===== config.mk =====
export PLATFORM = sky130hd
export DESIGN_NAME = voice_host_end_flat
export DESIGN_NICKNAME = d
export VERILOG_FILES = /design/src/voice_pkg.sv /design/src/voice_link_if.sv /design/src/voice_host_end.sv /design/src/flat_wrapper.sv
export SDC_FILE = /design/constraint.sdc
export NUM_CORES = 1
export LEC_CHECK = 0
export BUFFER_PORTS_ARGS = -buffer_cell sky130_fd_sc_hd__buf_4
export CORE_MARGIN = 3
export CORE_UTILIZATION = 40
export DETAILED_ROUTE_END_ITERATION = 7
export MAX_ROUTING_LAYER = met4
export PLACE_DENSITY = 0.79
export SYNTH_ARGS = -nofsm -noshare
export SYNTH_HDL_FRONTEND = slang
export SYNTH_SLANG_ARGS = --single-unit
export TNS_END_PERCENT = 30

===== constraint.sdc =====
create_clock -name i_clk -period 3.7 [get_ports i_clk]
set_input_delay 0.555 -clock i_clk [delete_from_list [all_inputs] [get_ports i_clk]]
set_output_delay 0.555 -clock i_clk [all_outputs]
set_load 0.005 [all_outputs]

===== src/voice_pkg.sv =====
package voice_pkg;
  // Link word layout
  localparam int         CODE_W       = 7;
  localparam int         WORD_W       = 8;
  localparam int         CMD_FLAG_BIT = 7;
  localparam int         SD_BIT       = 6;
  localparam int         SCK_BIT      = 5;
  localparam int         PORT0_BIT    = 2;
  localparam int         PORT1_BIT    = 3;
  localparam logic [6:0] SER_HOST_OE  = 7'h73;
  localparam logic [6:0] PAR_HOST_OE  = 7'h7F;

  // Command codes
  localparam logic [6:0] CMD_ROUTE_DAC = 7'h01;
  localparam logic [6:0] CMD_ROUTE_LPF = 7'h02;
  localparam logic [6:0] CMD_STOP      = 7'h03;
  localparam logic [4:0] SIL_PREFIX    = 5'h1F;

  // Pin synchroniser: launch, cmd_sel, lane, seven phrase lines
  localparam int          SYNC_W   = 10;
  localparam logic [9:0]  SYNC_RST = 10'h380;
  localparam int          S_LAUNCH = 9;
  localparam int          S_CMD    = 8;
  localparam int          S_LANE   = 7;

  // Device timing in oscillator cycles
  localparam logic [2:0] NAR_HOLD_CYC = 3'h4;

  // Host timing
  localparam int         HOST_CLK_NS    = 40;
  localparam int         RST_PULSE_NS   = 2000;
  localparam int         RST_PULSE_CYC  =
    (RST_PULSE_NS + HOST_CLK_NS - 1) / HOST_CLK_NS;
  localparam logic [7:0] RST_CYC_8      = 8'(RST_PULSE_CYC);
  localparam logic [7:0] SCLK_HALF_CYC  = 8'h08;
  localparam logic [7:0] LAUNCH_LOW_CYC = 8'h08;
  localparam logic [7:0] GAP_CYC        = 8'h10;

  // Host register map
  localparam logic [3:0] REG_CTRL   = 4'h0;
  localparam logic [3:0] REG_CMD    = 4'h4;
  localparam logic [3:0] REG_STATUS = 4'h8;
  localparam int         CTRL_SERIAL = 0;
  localparam int         CTRL_LANE   = 1;
  localparam logic [1:0] CTRL_RST    = 2'h2;
  localparam logic [1:0] AXI_OKAY    = 2'h0;
  localparam logic [1:0] AXI_SLVERR  = 2'h2;

  typedef enum logic [2:0] {
    H_RST, H_IDLE, H_WAIT, H_SHIFT, H_LOW, H_GAP
  } hseq_t;
endpackage : voice_pkg


===== src/voice_link_if.sv =====
`timescale 1ns/1ps
`default_nettype none
interface voice_link_if;
  import voice_pkg::*;
  logic       dev_rst_n;
  logic       phrase_launch_n;
  logic       cmd_sel;
  logic       voice_lane_sel;
  logic [6:0] host_pin_out;
  logic [6:0] host_pin_oe;
  logic [1:0] gp_out;
  logic       gp_oe;
  logic       addr_accept_ready;
  logic       playing_n;
  logic [6:0] phrase_line;

  // Wire level: host drive, else device port drive, else pull-down
  always_comb begin
    phrase_line = host_pin_out & host_pin_oe;
    if (gp_oe && !host_pin_oe[PORT0_BIT]) begin
      phrase_line[PORT0_BIT] = gp_out[0];
    end
    if (gp_oe && !host_pin_oe[PORT1_BIT]) begin
      phrase_line[PORT1_BIT] = gp_out[1];
    end
  end

  modport host_end (
    output dev_rst_n, phrase_launch_n, cmd_sel, voice_lane_sel,
    output host_pin_out, host_pin_oe,
    input  addr_accept_ready, playing_n, phrase_line
  );
  modport dev_end (
    input  dev_rst_n, phrase_launch_n, cmd_sel, voice_lane_sel,
    input  phrase_line,
    output gp_out, gp_oe, addr_accept_ready, playing_n
  );
endinterface : voice_link_if
`default_nettype wire


===== src/voice_host_end.sv =====
// Chosen here: register access over AXI4-Lite and the register offsets.
`timescale 1ns/1ps
`default_nettype none
module voice_host_end
  import voice_pkg::*;
(
  input  wire logic        i_clk,
  input  wire logic        i_rst_n,
  input  wire logic [31:0] i_s_axi_awaddr,
  input  wire logic        i_s_axi_awvalid,
  output logic             o_s_axi_awready,
  input  wire logic [31:0] i_s_axi_wdata,
  input  wire logic [3:0]  i_s_axi_wstrb,
  input  wire logic        i_s_axi_wvalid,
  output logic             o_s_axi_wready,
  output logic [1:0]       o_s_axi_bresp,
  output logic             o_s_axi_bvalid,
  input  wire logic        i_s_axi_bready,
  input  wire logic [31:0] i_s_axi_araddr,
  input  wire logic        i_s_axi_arvalid,
  output logic             o_s_axi_arready,
  output logic [31:0]      o_s_axi_rdata,
  output logic [1:0]       o_s_axi_rresp,
  output logic             o_s_axi_rvalid,
  input  wire logic        i_s_axi_rready,
  voice_link_if.host_end   lnk
);

  hseq_t             st_r;
  logic [7:0]        cnt_r;
  logic [2:0]        bit_r;
  logic [1:0]        ctrl_r;
  logic [WORD_W-1:0] word_r;
  logic              pend_r;
  logic [1:0]        in1_r;
  logic [1:0]        in2_r;
  logic              aw_hold_r;
  logic              w_hold_r;
  logic [3:0]        awaddr_r;
  logic [31:0]       wdata_r;
  logic              wstrb0_r;
  logic              do_write;
  logic              cmd_write;
  logic              launch_n_r;
  logic              sclk_r;
  logic              sdat_r;

  // Device ready and playing levels through two flops
  always_ff @(posedge i_clk or negedge i_rst_n) begin
    if (!i_rst_n) begin
      in1_r <= 2'h1;
      in2_r <= 2'h1;
    end else begin
      in1_r <= {lnk.addr_accept_ready, lnk.playing_n};
      in2_r <= in1_r;
    end
  end

  // AXI write: address and data taken in either order
  assign o_s_axi_awready = ~aw_hold_r & ~o_s_axi_bvalid;
  assign o_s_axi_wready  = ~w_hold_r & ~o_s_axi_bvalid;
  assign do_write        = aw_hold_r & w_hold_r & ~o_s_axi_bvalid;
  assign cmd_write       = do_write & (awaddr_r == REG_CMD) & wstrb0_r;

  always_ff @(posedge i_clk or negedge i_rst_n) begin
    if (!i_rst_n) begin
      aw_hold_r      <= 1'b0;
      w_hold_r       <= 1'b0;
      awaddr_r       <= '0;
      wdata_r        <= '0;
      wstrb0_r       <= 1'b0;
      o_s_axi_bvalid <= 1'b0;
      o_s_axi_bresp  <= AXI_OKAY;
    end else begin
      if (i_s_axi_awvalid && o_s_axi_awready) begin
        aw_hold_r <= 1'b1;
        awaddr_r  <= i_s_axi_awaddr[3:0];
      end
      if (i_s_axi_wvalid && o_s_axi_wready) begin
        w_hold_r <= 1'b1;
        wdata_r  <= i_s_axi_wdata;
        wstrb0_r <= i_s_axi_wstrb[0];  // Lane strobe travels with its data
      end
      if (do_write) begin
        aw_hold_r      <= 1'b0;
        w_hold_r       <= 1'b0;
        o_s_axi_bvalid <= 1'b1;
        o_s_axi_bresp  <= (awaddr_r == REG_CTRL || awaddr_r == REG_CMD ||
                           awaddr_r == REG_STATUS) ? AXI_OKAY : AXI_SLVERR;
      end else if (o_s_axi_bvalid && i_s_axi_bready) begin
        o_s_axi_bvalid <= 1'b0;
      end
    end
  end

  // Control register: serial option and lane select
  always_ff @(posedge i_clk or negedge i_rst_n) begin
    if (!i_rst_n) begin
      ctrl_r <= CTRL_RST;
    end else if (do_write && awaddr_r == REG_CTRL && wstrb0_r) begin
      ctrl_r <= wdata_r[1:0];
    end
  end

  // AXI read: status reflects the sequencer and the device pins
  assign o_s_axi_arready = ~o_s_axi_rvalid;

  always_ff @(posedge i_clk or negedge i_rst_n) begin
    if (!i_rst_n) begin
      o_s_axi_rvalid <= 1'b0;
      o_s_axi_rdata  <= '0;
      o_s_axi_rresp  <= AXI_OKAY;
    end else if (i_s_axi_arvalid && o_s_axi_arready) begin
      o_s_axi_rvalid <= 1'b1;
      o_s_axi_rresp  <= AXI_OKAY;
      case (i_s_axi_araddr[3:0])
        REG_CTRL:   o_s_axi_rdata <= {30'h0, ctrl_r};
        REG_CMD:    o_s_axi_rdata <= {24'h0, word_r};
        REG_STATUS: o_s_axi_rdata <= {28'h0, st_r == H_RST, ~in2_r[0],
                                      in2_r[1], pend_r | (st_r != H_IDLE)};
        default: begin
          o_s_axi_rdata <= '0;
          o_s_axi_rresp <= AXI_SLVERR;
        end
      endcase
    end else if (i_s_axi_rready) begin
      o_s_axi_rvalid <= 1'b0;
    end
  end

  // Order sequencer: reset pulse, wait ready, shift, strobe, gap
  always_ff @(posedge i_clk or negedge i_rst_n) begin
    if (!i_rst_n) begin
      st_r       <= H_RST;
      cnt_r      <= RST_CYC_8;
      bit_r      <= '0;
      pend_r     <= 1'b0;
      word_r     <= '0;
      launch_n_r <= 1'b1;
      sclk_r     <= 1'b0;
      sdat_r     <= 1'b0;
    end else begin
      if (cmd_write && !pend_r && st_r == H_IDLE) begin
        pend_r <= 1'b1;
        word_r <= wdata_r[WORD_W-1:0];
      end
      case (st_r)
        H_RST: begin
          if (cnt_r == '0) begin
            st_r <= H_IDLE;
          end else begin
            cnt_r <= cnt_r - 8'h1;
          end
        end
        H_IDLE: begin
          if (pend_r) begin
            st_r <= H_WAIT;
          end
        end
        H_WAIT: begin
          if (in2_r[1]) begin
            pend_r <= 1'b0;
            bit_r  <= '0;
            cnt_r  <= SCLK_HALF_CYC;
            sdat_r <= word_r[CMD_FLAG_BIT];
            st_r   <= ctrl_r[CTRL_SERIAL] ? H_SHIFT : H_LOW;
            if (!ctrl_r[CTRL_SERIAL]) begin
              launch_n_r <= 1'b0;
              cnt_r      <= LAUNCH_LOW_CYC;
            end
          end
        end
        H_SHIFT: begin
          if (cnt_r != '0) begin
            cnt_r <= cnt_r - 8'h1;
          end else if (!sclk_r) begin
            sclk_r <= 1'b1;
            cnt_r  <= SCLK_HALF_CYC;
          end else begin
            sclk_r <= 1'b0;
            cnt_r  <= SCLK_HALF_CYC;
            bit_r  <= bit_r + 3'h1;
            sdat_r <= word_r[3'(CMD_FLAG_BIT) - bit_r - 3'h1];
            if (bit_r == 3'(CMD_FLAG_BIT)) begin
              launch_n_r <= 1'b0;
              cnt_r      <= LAUNCH_LOW_CYC;
              st_r       <= H_LOW;
            end
          end
        end
        H_LOW: begin
          if (cnt_r == '0) begin
            launch_n_r <= 1'b1;
            cnt_r      <= GAP_CYC;
            st_r       <= H_GAP;
          end else begin
            cnt_r <= cnt_r - 8'h1;
          end
        end
        H_GAP: begin
          if (cnt_r == '0) begin
            st_r <= H_IDLE;
          end else begin
            cnt_r <= cnt_r - 8'h1;
          end
        end
        default: st_r <= H_IDLE;
      endcase
    end
  end

  // Link pins: parallel code or serial data/clock with low spares
  assign lnk.dev_rst_n       = (st_r != H_RST);
  assign lnk.phrase_launch_n = launch_n_r;
  assign lnk.voice_lane_sel  = ctrl_r[CTRL_LANE];
  assign lnk.cmd_sel         = ctrl_r[CTRL_SERIAL] | (st_r == H_IDLE) |
                               word_r[CMD_FLAG_BIT];
  assign lnk.host_pin_oe     = ctrl_r[CTRL_SERIAL] ? SER_HOST_OE
                                                   : PAR_HOST_OE;
  assign lnk.host_pin_out    = ctrl_r[CTRL_SERIAL] ?
                               {sdat_r, sclk_r, 5'h00} :
                               word_r[CODE_W-1:0];

endmodule : voice_host_end
`default_nettype wire


===== src/flat_wrapper.sv =====
// flat-port wrapper written by rule: the top's interface ports become plain ports
module voice_host_end_flat import voice_pkg::*;
  (i_clk, i_rst_n, i_s_axi_awaddr, i_s_axi_awvalid, o_s_axi_awready, i_s_axi_wdata, i_s_axi_wstrb, i_s_axi_wvalid, o_s_axi_wready, o_s_axi_bresp, o_s_axi_bvalid, i_s_axi_bready, i_s_axi_araddr, i_s_axi_arvalid, o_s_axi_arready, o_s_axi_rdata, o_s_axi_rresp, o_s_axi_rvalid, i_s_axi_rready, lnk_dev_rst_n, lnk_phrase_launch_n, lnk_cmd_sel, lnk_voice_lane_sel, lnk_host_pin_out, lnk_host_pin_oe, lnk_addr_accept_ready, lnk_playing_n);
  voice_link_if lnk_i ();
  input  wire logic i_clk;
  input  wire logic i_rst_n;
  input  wire logic [31:0] i_s_axi_awaddr;
  input  wire logic i_s_axi_awvalid;
  output logic o_s_axi_awready;
  input  wire logic [31:0] i_s_axi_wdata;
  input  wire logic [3:0] i_s_axi_wstrb;
  input  wire logic i_s_axi_wvalid;
  output logic o_s_axi_wready;
  output logic [1:0] o_s_axi_bresp;
  output logic o_s_axi_bvalid;
  input  wire logic i_s_axi_bready;
  input  wire logic [31:0] i_s_axi_araddr;
  input  wire logic i_s_axi_arvalid;
  output logic o_s_axi_arready;
  output logic [31:0] o_s_axi_rdata;
  output logic [1:0] o_s_axi_rresp;
  output logic o_s_axi_rvalid;
  input  wire logic i_s_axi_rready;
  output wire logic [$bits(lnk_i.dev_rst_n)-1:0] lnk_dev_rst_n;
  output wire logic [$bits(lnk_i.phrase_launch_n)-1:0] lnk_phrase_launch_n;
  output wire logic [$bits(lnk_i.cmd_sel)-1:0] lnk_cmd_sel;
  output wire logic [$bits(lnk_i.voice_lane_sel)-1:0] lnk_voice_lane_sel;
  output wire logic [$bits(lnk_i.host_pin_out)-1:0] lnk_host_pin_out;
  output wire logic [$bits(lnk_i.host_pin_oe)-1:0] lnk_host_pin_oe;
  input wire logic [$bits(lnk_i.addr_accept_ready)-1:0] lnk_addr_accept_ready;
  input wire logic [$bits(lnk_i.playing_n)-1:0] lnk_playing_n;
  assign lnk_dev_rst_n = lnk_i.dev_rst_n;
  assign lnk_phrase_launch_n = lnk_i.phrase_launch_n;
  assign lnk_cmd_sel = lnk_i.cmd_sel;
  assign lnk_voice_lane_sel = lnk_i.voice_lane_sel;
  assign lnk_host_pin_out = lnk_i.host_pin_out;
  assign lnk_host_pin_oe = {>>{lnk_i.host_pin_oe}};
  assign lnk_i.addr_accept_ready = lnk_addr_accept_ready;
  assign lnk_i.playing_n = lnk_playing_n;
  voice_host_end u_core (.i_clk(i_clk), .i_rst_n(i_rst_n), .i_s_axi_awaddr(i_s_axi_awaddr), .i_s_axi_awvalid(i_s_axi_awvalid), .o_s_axi_awready(o_s_axi_awready), .i_s_axi_wdata(i_s_axi_wdata), .i_s_axi_wstrb(i_s_axi_wstrb), .i_s_axi_wvalid(i_s_axi_wvalid), .o_s_axi_wready(o_s_axi_wready), .o_s_axi_bresp(o_s_axi_bresp), .o_s_axi_bvalid(o_s_axi_bvalid), .i_s_axi_bready(i_s_axi_bready), .i_s_axi_araddr(i_s_axi_araddr), .i_s_axi_arvalid(i_s_axi_arvalid), .o_s_axi_arready(o_s_axi_arready), .o_s_axi_rdata(o_s_axi_rdata), .o_s_axi_rresp(o_s_axi_rresp), .o_s_axi_rvalid(o_s_axi_rvalid), .i_s_axi_rready(i_s_axi_rready), .lnk(lnk_i));
endmodule

==> flow_summary.ini <==
[synthesis]
syn_area_sq_mm = 0.003084
ys_seq_area_share_pct = 48.15
synth.area.top_cells = dfrtp_1 42%, buf_4 8.0%, mux2_2 6.2%
synth_cells = 281
synth_most_common_cell = dfrtp_1
synth_cell_types = 53
synth_edf_count = 0
synth_top_area_cell = dfrtp_1
syn_avg_cell_area_sq_um = 10.98
ys.flop_type = dfrtp_1
synth_commonest_cells = 52 x dfrtp_1, 33 x buf_4, 17 x mux2_2, 17 x o21ai_0, 14 x nand2_1
synth_seq_cells = 59
async_flop_share_pct = 100.0
yosysWarnings = 0
synth_top_area_share_pct = 42.19

[global_routing]
top_usage_layer = met2
grt_pass1_wl_mm = 10.46
gr-usage-met2_pct = 23.06
grt_pass1_vias = 2148
grtUsageMet3_pct = 3.766
grt_remaining_overflow = 0
grtUsageTotal_pct = 15.87
antenna_found_initial = 0
grt_start_max_net_pins = 60
use_met1_pct = 20.09

[floorplanning]
io_pins = 168
rows = 31
dieArea_sq_mm = 0.008800
core_area_sq_mm = 0.007370
die_w_um = 93.81
start_util_pct = 41.85
die_y_um = 93.81

[sta]
finalSetupViolCount = 0
slew_viol_final = 0
fmax_mhz = 453.8
finalCriticalPeriod_ns = 2.203
rsz0062_at_grt = no
period_share_pct = 59.55
worst_slew_pin_slew_ns = 0.7225
fin_skew_ns = 0.01241
hold_viol = 0
maxSlewHeadroom_pct = 51.83
fin_tns_setup_ns = 0

[cells_and_area]
fin_cells = 438
diodes = 0
nNetsFinal = 446
drive_above_1_share_pct = 31.27
utilization_pct = 49.17
synthToLayoutAreaGrowth_pct = 17.48

[critical_path]
cp-end-kind = output pin
cp_max_fo = 16
crit_type = register to output pin
critPathBufInv = 1
critPathRequiredTime_ns = 3.14
crit_arrival_ns = 1.65
crit_path_max_incr_delay_ns = 0.69
crit_family = flip-flops
cp_slowest_cell = dfrtp_1
crit_chain = nor3b_2 -> or3_1 -> buf_4
cp-start-kind = register

[clock_tree]
clockBufferDepth = 2
cts_made_buffers = 9
root_buffer = clkbuf_8
clock-sinks = 59
clk_pin_slew_ns = 0.07
post_cts_buffers = 0
ctsHoldBuffers = 0
htreeDepth = 3
ctsResizeCount = 0
cts_tree = yes
clkLatencyLatePin_ns = 0.35

[route]
ant_nets = 0
vias = 2179
drt_pass1_iterations = 4
wl_per_cell_um = 14.02
vias_per_cell = 4.975
wl_mm = 6.139
drcViolationCount = 0
drt-initial-drc-count = 158

[placement]
port_buffers = 53
gp_congestion = 0.8796
dp_hpwl_mm = 4.502
placed_cells = 422

[job]
cap_viol_max_count = 0

[worst_hold_path]
hold_class = input port to async pin

[power]
power_uw = 2741
vdd_ir_drop_max_mv = 0.4540
power_density_mw_per_mm2 = 756.6
p_leak_uw = 0.001687

[run_status]
status = finished clean
flip-flops by register name (all words and copies together), names as in the netlist:
signal,flops
u_core.cnt_r,8
u_core.o_s_axi_rdata,8
u_core.wdata_r,8
u_core.word_r,8
u_core.awaddr_r,4
u_core.bit_r,3
u_core.st_r,3
u_core.ctrl_r,2
u_core.in1_r,2
u_core.in2_r,2
u_core.aw_hold_r,1
u_core.lnk.phrase_launch_n,1
u_core.o_s_axi_bresp,1
u_core.o_s_axi_bvalid,1
u_core.o_s_axi_rresp,1
u_core.o_s_axi_rvalid,1
u_core.pend_r,1
u_core.sclk_r,1
u_core.sdat_r,1
u_core.w_hold_r,1
u_core.wstrb0_r,1
cell usage in the layout (no fill, tap or decap), types with 3 or more instances in the layout:
master / instances
mux2_1: 8
a21oi_1: 10
and2_1: 4
xor2_1: 4
o21ai_1: 5
mux2_2: 17
nand4_1: 3
clkbuf_8: 9
nor3_1: 3
nor2b_1: 12
conb_1: 31
nand2b_1: 4
nand3_1: 4
dfstp_2: 7
a211oi_1: 3
buf_4: 53
ha_1: 3
nand2_1: 14
nor2_1: 13
a21o_1: 3
o21ai_0: 17
a22o_1: 4
dfrtp_1: 52
inv_1: 8
or3_1: 6
nor3b_2: 4
through the flow:
step | hold slack, ns | instance area, sq um | setup slack, ns
2_1_floorplan | 0.2594 | 3193 | 1.847
3_3_place_gp | 0.3349 | 3430 | 1.740
3_5_place_dp | 0.3347 | 3430 | 1.694
4_1_cts | 0.2819 | 3623 | 1.489
5_1_grt | 0.2969 | 3623 | 1.405
6_report | 0.2665 | 3623 | 1.497
routing by layer:
layer / vias up / routed length, um
li1: 1029 / -
met1: 1043 / 2765
met2: 93 / 2779
met3: 14 / 425
met4: 0 / 170
met5: - / 0
power by group:
group / switching (uW) / internal, uW
Combinational: 470 / 533
Sequential: 262 / 893
Clock: 269 / 315
worst register-to-register path, delay by kind of cell, from the launching register on:
kind,cells,cell delay [ns]
flops,1,0.54
buf+inv,1,0.04
compound gates,2,0.48
fa+ha+maj,1,0.20
simple gates,3,0.70
path summary, 6_finish.rpt:
path	start	end	slack [ns]	cells past startpoint
worst min-delay path	i_rst_n	u_core.cnt_r[6]	0.27	1
worst min register to register	u_core.in1_r[1]	u_core.in2_r[1]	0.35	0
worst max register to register	u_core.cnt_r[1]	u_core.cnt_r[6]	1.67	7
worst max-delay path	u_core.st_r[1]	lnk_cmd_sel	1.50	3
min in group i_clk	lnk_playing_n	u_core.in1_r[0]	0.32	1
max in group asynchronous	i_rst_n	u_core.pend_r	2.95	1
cell families (layout without fill, tap and decap cells):
group	count (synthesis)	in the layout	share of synthesized area, %
AO/OA/AOI/OAI	58	58	12.70
XOR/XNOR	5	5	1.420
adder cells (fa/ha/maj)	3	3	1.217
buffers and inverters	50	79	10.47
flip-flops	59	59	48.15
multiplexers	29	29	11.24
other	2	31	0.2435
AND/OR/NAND/NOR	75	75	14.56
area by class of cell:
cell class / count / area, sq um
inverters: 10 / 37.54
clock inverters: 5 / 62.56
well taps: 99 / 123.9
clock buffers: 11 / 131.4
fillers: 678 / 3746
flip-flops and latches: 59 / 1485
repair buffers: 53 / 397.9
multi-input cells: 201 / 1385
No activity file was read; power rests on OpenSTA's default activity.
